**src/hw/cmp_bus_pkg.sv**
```systemverilog
// Summary of operation
// - Bits 7:4 are read-only comparator states, bit 4+n for column n, reset zero.
// - Status bit captures comparator bus on rising second analog phase when not bypassed.
// - Latch bypass makes the status bit follow the comparator bus through the two-flop synchroniser.
// - Status reflects the comparator after the row lookup table, not raw output.
// - Bits 3:0 are read-write interrupt source selects, one per column, reset zero.
// - Select zero routes the column comparator data bit to the interrupt input.
// - Select one drives the interrupt input from falling second analog phase.
// - Two-column limited parts: selects 1:0 choose the dedicated PWM terminal count.
// - Fewer-column variants implement only bits 5:4 and 1:0, or bits 5 and 1.
package cmp_bus_pkg;
  // ---------------------------------------------------------------
  // Register map
  // ---------------------------------------------------------------
  localparam logic [7:0] CTRL_OFFSET = 8'h64;
  localparam logic [7:0] IRQ_STAT_OFFSET = 8'h68;
  localparam logic [7:0] IRQ_MASK_OFFSET = 8'h6C;
  localparam logic [7:0] CTRL_RESET = 8'h00;
  localparam int STAT_LSB = 4;
  localparam int SEL_LSB = 0;
  localparam int NCOL = 4;
  // ---------------------------------------------------------------
  // Variants
  // ---------------------------------------------------------------
  typedef enum logic [1:0] {
    VAR_FOUR = 2'b00,
    VAR_TWO = 2'b01,
    VAR_TWO_LIM = 2'b10,
    VAR_ONE = 2'b11
  } variant_t;
  typedef struct packed {
    logic [3:0] comp;
    logic [3:0] sel;
  } ctrl_t;
  localparam logic [1:0] RESP_OKAY = 2'b00;
  localparam logic [1:0] RESP_SLVERR = 2'b10;
endpackage : cmp_bus_pkg

```
**src/hw/cmp_column.sv**
```systemverilog
`timescale 1ns/1ps
`default_nettype none
module cmp_column
  import cmp_bus_pkg::*;
(
  // Clock and reset
  input wire logic clk,
  input wire logic rst_n,
  // Column signals, already synchronised
  input wire logic comp_lut_i,
  input wire logic phase_i,
  input wire logic bypass_i,
  input wire logic sel_i,
  input wire logic use_pwm_i,
  input wire logic pwm_tc_i,
  // Results
  output logic status_o,
  output logic irq_src_o
);
  logic latch_r;
  logic phase_d_r;
  logic fall_r;
  wire rise = phase_i && !phase_d_r;
  wire fall = !phase_i && phase_d_r;

  always_ff @(posedge clk) begin
    if (!rst_n) begin
      phase_d_r <= 1'b0;
    end else begin
      phase_d_r <= phase_i;
    end
  end

  always_ff @(posedge clk) begin
    if (!rst_n) begin
      latch_r <= 1'b0;
    end else if (rise && !bypass_i) begin
      latch_r <= comp_lut_i;
    end
  end

  always_ff @(posedge clk) begin
    if (!rst_n) begin
      fall_r <= 1'b0;
    end else begin
      fall_r <= fall;
    end
  end

  assign status_o = bypass_i ? comp_lut_i : latch_r;
  // Limited parts swap the phase edge for the PWM terminal count
  assign irq_src_o = !sel_i ? status_o :
                     (use_pwm_i ? pwm_tc_i : fall_r);
endmodule : cmp_column
`default_nettype wire

```
**src/hw/cmp_bus_status.sv**
```systemverilog
// Added by the designer: the AXI4-Lite register port.
`timescale 1ns/1ps
`default_nettype none
module cmp_bus_status
  import cmp_bus_pkg::*;
#(
  parameter variant_t VARIANT = VAR_FOUR
)(
  // Clock and reset
  input wire logic CLK_I,
  input wire logic RST_N_I,
  // AXI4-Lite write
  input wire logic [7:0] AWADDR_I,
  input wire logic AWVALID_I,
  output logic AWREADY_O,
  input wire logic [31:0] WDATA_I,
  input wire logic [3:0] WSTRB_I,
  input wire logic WVALID_I,
  output logic WREADY_O,
  output logic [1:0] BRESP_O,
  output logic BVALID_O,
  input wire logic BREADY_I,
  // AXI4-Lite read
  input wire logic [7:0] ARADDR_I,
  input wire logic ARVALID_I,
  output logic ARREADY_O,
  output logic [31:0] RDATA_O,
  output logic [1:0] RRESP_O,
  output logic RVALID_O,
  input wire logic RREADY_I,
  // Analog array side
  input wire logic [3:0] COMP_LUT_I,
  input wire logic [3:0] PHASE2_I,
  input wire logic [3:0] LATCH_BYPASS_I,
  input wire logic PWM_TC_I,
  // Interrupt controller side
  output logic [3:0] COL_IRQ_O,
  output logic IRQ_O
);
  // ---------------------------------------------------------------
  // Input synchronisers
  // ---------------------------------------------------------------
  // Comparator data is sampled after two flops; bypass transparency
  // is thus only as fast as the synchroniser allows.
  logic [12:0] s1_r;
  logic [12:0] s2_r;
  always_ff @(posedge CLK_I) begin
    if (!RST_N_I) begin
      s1_r <= 13'h0000;
      s2_r <= 13'h0000;
    end else begin
      s1_r <= {PWM_TC_I, LATCH_BYPASS_I, PHASE2_I, COMP_LUT_I};
      s2_r <= s1_r;
    end
  end
  wire [3:0] comp_s = s2_r[3:0];
  wire [3:0] phase_s = s2_r[7:4];
  wire [3:0] byp_s = s2_r[11:8];
  wire pwm_s = s2_r[12];

  // ---------------------------------------------------------------
  // Variant masks
  // ---------------------------------------------------------------
  logic [3:0] impl;
  always_comb begin
    unique case (VARIANT)
      VAR_FOUR: impl = 4'hF;
      VAR_TWO, VAR_TWO_LIM: impl = 4'h3;
      VAR_ONE: impl = 4'h2;
    endcase
  end
  wire use_pwm = (VARIANT == VAR_TWO_LIM);

  // ---------------------------------------------------------------
  // Columns
  // ---------------------------------------------------------------
  ctrl_t ctrl;
  logic [3:0] sel_r;
  logic [3:0] stat_raw;
  logic [3:0] src_raw;
  genvar g;
  generate
    for (g = 0; g < NCOL; g++) begin : g_col
      cmp_column u_col (
        .clk(CLK_I),
        .rst_n(RST_N_I),
        .comp_lut_i(comp_s[g]),
        .phase_i(phase_s[g]),
        .bypass_i(byp_s[g]),
        .sel_i(sel_r[g]),
        .use_pwm_i(use_pwm),
        .pwm_tc_i(pwm_s),
        .status_o(stat_raw[g]),
        .irq_src_o(src_raw[g])
      );
    end
  endgenerate
  assign ctrl.comp = stat_raw & impl;
  assign ctrl.sel = sel_r;
  assign COL_IRQ_O = src_raw & impl;

  // ---------------------------------------------------------------
  // Write channel
  // ---------------------------------------------------------------
  logic aw_got_r;
  logic w_got_r;
  logic [7:0] aw_r;
  logic [7:0] wd_r;
  logic bv_r;
  assign AWREADY_O = !aw_got_r && !bv_r;
  assign WREADY_O = !w_got_r && !bv_r;
  wire aw_hs = AWVALID_I && AWREADY_O;
  wire w_hs = WVALID_I && WREADY_O;
  wire have_aw = aw_got_r || aw_hs;
  wire have_w = w_got_r || w_hs;
  wire [7:0] waddr = aw_got_r ? aw_r : AWADDR_I;
  wire [7:0] wbyte = w_got_r ? wd_r : WDATA_I[7:0];
  logic wlane_r;
  wire wlane = w_got_r ? wlane_r : WSTRB_I[0];
  wire do_wr = have_aw && have_w && !bv_r;
  wire wmapped = waddr[7:2] == CTRL_OFFSET[7:2] ||
                 waddr[7:2] == IRQ_STAT_OFFSET[7:2] ||
                 waddr[7:2] == IRQ_MASK_OFFSET[7:2];
  logic [1:0] bresp_r;

  always_ff @(posedge CLK_I) begin
    if (!RST_N_I) begin
      aw_got_r <= 1'b0;
      w_got_r <= 1'b0;
      aw_r <= 8'h00;
      wd_r <= 8'h00;
      wlane_r <= 1'b0;
    end else begin
      if (do_wr) begin
        aw_got_r <= 1'b0;
        w_got_r <= 1'b0;
      end else begin
        if (aw_hs) begin
          aw_got_r <= 1'b1;
          aw_r <= AWADDR_I;
        end
        if (w_hs) begin
          w_got_r <= 1'b1;
          wd_r <= WDATA_I[7:0];
          wlane_r <= WSTRB_I[0];
        end
      end
    end
  end

  always_ff @(posedge CLK_I) begin
    if (!RST_N_I) begin
      bv_r <= 1'b0;
      bresp_r <= RESP_OKAY;
    end else if (do_wr) begin
      bv_r <= 1'b1;
      bresp_r <= wmapped ? RESP_OKAY : RESP_SLVERR;
    end else if (BREADY_I) begin
      bv_r <= 1'b0;
    end
  end
  assign BVALID_O = bv_r;
  assign BRESP_O = bresp_r;

  // ---------------------------------------------------------------
  // Control and interrupt registers
  // ---------------------------------------------------------------
  wire wr_ctrl = do_wr && wlane && waddr[7:2] == CTRL_OFFSET[7:2];
  wire wr_stat = do_wr && wlane && waddr[7:2] == IRQ_STAT_OFFSET[7:2];
  wire wr_mask = do_wr && wlane && waddr[7:2] == IRQ_MASK_OFFSET[7:2];

  // Unimplemented select bits stay zero whatever software writes
  always_ff @(posedge CLK_I) begin
    if (!RST_N_I) begin
      sel_r <= CTRL_RESET[3:0];
    end else if (wr_ctrl) begin
      sel_r <= wbyte[3:0] & impl;
    end
  end

  logic [3:0] col_d_r;
  logic [3:0] ev_stat_r;
  logic [3:0] ev_mask_r;
  wire [3:0] col_rise = COL_IRQ_O & ~col_d_r;
  always_ff @(posedge CLK_I) begin
    if (!RST_N_I) begin
      col_d_r <= 4'h0;
      ev_stat_r <= 4'h0;
      ev_mask_r <= 4'h0;
    end else begin
      col_d_r <= COL_IRQ_O;
      // Set wins over a simultaneous write-one clear
      ev_stat_r <= (ev_stat_r & ~(wr_stat ? wbyte[3:0] : 4'h0)) | col_rise;
      if (wr_mask) begin
        ev_mask_r <= wbyte[3:0];
      end
    end
  end
  assign IRQ_O = |(ev_stat_r & ev_mask_r);

  // ---------------------------------------------------------------
  // Read channel
  // ---------------------------------------------------------------
  logic rv_r;
  logic [31:0] rd_r;
  logic [1:0] rresp_r;
  assign ARREADY_O = !rv_r;
  always_ff @(posedge CLK_I) begin
    if (!RST_N_I) begin
      rv_r <= 1'b0;
      rd_r <= 32'h0000_0000;
      rresp_r <= RESP_OKAY;
    end else if (ARVALID_I && ARREADY_O) begin
      rv_r <= 1'b1;
      rresp_r <= RESP_OKAY;
      if (ARADDR_I[7:2] == CTRL_OFFSET[7:2]) begin
        rd_r <= {24'h000000, ctrl};
      end else if (ARADDR_I[7:2] == IRQ_STAT_OFFSET[7:2]) begin
        rd_r <= {28'h0000000, ev_stat_r};
      end else if (ARADDR_I[7:2] == IRQ_MASK_OFFSET[7:2]) begin
        rd_r <= {28'h0000000, ev_mask_r};
      end else begin
        rd_r <= 32'h0000_0000;
        rresp_r <= RESP_SLVERR;
      end
    end else if (RREADY_I) begin
      rv_r <= 1'b0;
    end
  end
  assign RVALID_O = rv_r;
  assign RDATA_O = rd_r;
  assign RRESP_O = rresp_r;
endmodule : cmp_bus_status
`default_nettype wire

```
**config.mk**
```make
export PLATFORM = sky130hd
export DESIGN_NAME = cmp_bus_status
export DESIGN_NICKNAME = d
export VERILOG_FILES = /design/src/hw/cmp_bus_pkg.sv /design/src/hw/cmp_column.sv /design/src/hw/cmp_bus_status.sv
export SDC_FILE = /design/constraint.sdc
export NUM_CORES = 1
export LEC_CHECK = 0
export BUFFER_PORTS_ARGS = -buffer_cell sky130_fd_sc_hd__buf_4
export CORE_ASPECT_RATIO = 0.5
export CORE_MARGIN = 3
export CORE_UTILIZATION = 27
export DETAILED_ROUTE_END_ITERATION = 12
export GPL_TIMING_DRIVEN = 0
export PLACE_DENSITY_LB_ADDON = 0.15
export SETUP_SLACK_MARGIN = 0.3
export SLEW_MARGIN = 40
export SYNTH_ARGS = -nofsm -noshare
export SYNTH_HDL_FRONTEND = slang
export SYNTH_SLANG_ARGS = --single-unit
```
**constraint.sdc**
```tcl
create_clock -name CLK_I -period 3.8 [get_ports CLK_I]
set_clock_uncertainty 0.1 [all_clocks]
set_input_delay 1.14 -clock CLK_I [delete_from_list [all_inputs] [get_ports CLK_I]]
set_output_delay 1.14 -clock CLK_I [all_outputs]
set_load 0.1 [all_outputs]
```
==> impl_metrics.csv <==
group,metric,value,unit
final_layout,drive_above_1_share,31.0,%
global_route,grt_pass1_vias,2234,
global_route,grt_max_degree,15,
hold_path,worstHoldPathType,"reg -> reg",
sta,worst_pin_slew,0.534,ns
synth,seq_area_frac_synth,48.1,%
final_layout,antennaDiodeCount,0,
synth,synth_most_common_cell,"dfxtp_1",
critical_path,startpoint_type,"flop",
sta,finalHoldViolations,0,
floorplan,ios,118,
floorplan,dieArea,13300,um2
detailed_routing,final_antenna_net_count,0,
clock_tree,clock_latency,0.34,ns
clock_tree,cts_buffer_depth,2,
power,power_density,495,nW/um2
power,leakage,1.91,nW
sta,final_max_slew_viol_count,0,
detailed_routing,routed_wl,7.09,mm
power,ir_worst_vdd,0.188,mV
sta,setup_ws,0.868,ns
placed_design,io_buffers,53,
clock_tree,post_cts.repair.setup_buffers,0,
floorplan,die_w,160,um
critical_path,worstSetupPathType,"reg -> out",
sta,slew_headroom,64.4,%
outcome,outcome,"finished clean",
detailed_routing,viasPerCell,4.03,
critical_path,cp.required,2.56,ns
global_route,antenna_found_initial,0,
clock_tree,cts_resized,0,
floorplan,die_h,83.0,um
clock_tree,cts_buffers,9,
synth,yosysTopAreaCell,"dfxtp_1",
final_layout,area_delta_synth_final,31.2,%
final_layout,fin_util,37.3,%
clock_tree,clkSinkCount,77,
floorplan,initial_core_util,28.4,%
sta,rsz0062_at_grt,"no",
synth,synth.top_cells.by_count,"dfxtp_1 (77), and2_1 (36), buf_4 (32)",
detailed_routing,drtIter0Drc,50,
hold_path,min_from,"s1_r[9]",
synth,syn-cell-area,3200,um2
sta,fin_tns_setup,0,ns
sta,fmax,341,MHz
synth,yosysTopAreaCellShare,48.1,%
placed_design,hpwl,5.23,mm
synth,avgSynthCellArea,10.4,um2
sta,holdWs,0.331,ns
synth,yosys_warnings,0,
detailed_routing,drc,0,
detailed_routing,vias,2263,
synth,yosys-top-cells-area,"dfxtp_1 (48%), mux2i_1 (8.1%), buf_4 (7.5%)",
synth,syn_inst,309,
critical_path,end_kind,"output port",
sta,post-route-min-period,2.93,ns
placed_design,globalplace.congestion,0.730,
critical_path,cp.arrival,1.69,ns
clock_tree,cts_tree,"yes",
synth,ys.flop_type,"dfxtp_1",
global_route,grt_usage,11.1,%
detailed_routing,wl_per_cell,12.6,um
clock_tree,clock-root-buffer,"clkbuf_16",
clock_tree,postCtsHoldBufs,0,
sta,setup_viol,0,
clock_tree,clkSlewWorstSetupHoldPaths,0.06,ns
floorplan,rows,27,
global_route,grt_overflow,0,
critical_path,crit_start,"s2_r[9]",
clock_tree,h-tree-depth,3,
floorplan,core_area,11300,um2
synth,postSynth.asyncResetShare,0,%
placed_design,pre_cts_ws,1.21,ns
sta,finalCritPeriodShare,77.2,%
global_route,grt_pass1_wl,11.5,mm
synth,synth_cell_types,34,
synth,synth-edff-count,0,
final_layout,fin_nets,470,
run,maxCapViolations,0,
synth,synth-seq-cells,77,
critical_path,path_max_fanout,3,
critical_path,worstReg2RegStart,"w_got_r",
detailed_routing,dr.pass1.iters,4,
## final cells by class
class                           instances  area (um2)
Buffer                                 44         287
Clock buffer                           10         239
Clock inverter                          6        70.1
Fill cell                            1194        7080
Inverter                                2        7.51
Multi-Input combinational cell        211        1460
Sequential cell                        77        1540
Tap cell                              159         199
Timing Repair Buffer                   53         398
## kinds of logic (layout without fill, tap and decap cells)
group                  count (synthesis)  after routing  share of synthesized area, %
AO/OA/AOI/OAI                         28             28                          6.48
buffers and inverters                 46            115                          9.18
flip-flops                            77             77                          48.1
multiplexers                          43             43                          14.1
other                                  1             26                         0.117
AND/OR/NAND/NOR                      114            114                          22.0
## sequential cells by signal (all words and copies together) (netlist names), 4 cells and up
| register | count |
|---|---|
| RDATA_O | 8 |
| aw_r | 6 |
| col_d_r | 4 |
| ev_mask_r | 4 |
| ev_stat_r | 4 |
| g_col.u_col.fall_r | 4 |
| g_col.u_col.latch_r | 4 |
| g_col.u_col.phase_d_r | 4 |
| s1_r | 12 |
| s2_r | 12 |
| sel_r | 4 |
| wd_r | 4 |
## worst paths after layout
path,end,slack [ns],depth (start not counted)
worst min register to register,s2_r[9],0.33,1
worst min-delay path,s2_r[9],0.33,1
worst max register to register,ev_stat_r[3],2.16,5
worst max-delay path,COL_IRQ_O[1],0.87,4
## layout by cell type (no fill, tap or decap), types with 2 or more instances in the layout
| cell | n |
|---|---|
| a32o_1 | 4 |
| inv_1 | 2 |
| nand2_1 | 20 |
| clkbuf_1 | 11 |
| nand4_1 | 4 |
| nand3b_1 | 3 |
| conb_1 | 26 |
| o21ai_0 | 6 |
| nand2b_1 | 2 |
| mux2_2 | 17 |
| buf_4 | 85 |
| a21oi_1 | 2 |
| nor2b_1 | 25 |
| and2_1 | 36 |
| nor2_1 | 7 |
| clkbuf_16 | 9 |
| nor3b_1 | 4 |
| and3b_1 | 4 |
| clkinv_4 | 2 |
| nor4bb_1 | 3 |
| inv_6 | 2 |
| a22oi_1 | 10 |
| dfxtp_1 | 77 |
| mux2i_1 | 26 |
## layer usage
metal / track usage [%] / wire [um] / vias up
met5: 0 / 0 / -
met4: 4.57 / 137 / 0
met3: 4.43 / 453 / 10
met2: 15.9 / 2880 / 64
met1: 14.9 / 3620 / 1017
li1: - / - / 1172
## report_power, final
part / switching, mW / total (mW) / internal, mW
clock: 0.344 / 0.876 / 0.532
sequential: 0.0116 / 0.847 / 0.835
combinational: 0.256 / 0.358 / 0.102
total: 0.611 / 2.08 / 1.47
## stage by stage
stage	power (mW)	area, um2	instances
after floorplan	1.15	3300	334
after global placement	1.22	3890	546
after detailed placement	1.22	3890	546
after CTS	2.11	4200	562
after global routing	2.17	4200	562
final	2.08	4200	562
## worst max-delay path, cell delays in order, from the launching register on
cell and delay (ns):
dfxtp_1 0.34, mux2_2 0.36, mux2_2 0.30, buf_4 0.14
buf_4 0.22
Note: power is estimated with default switching activity, not from simulation.
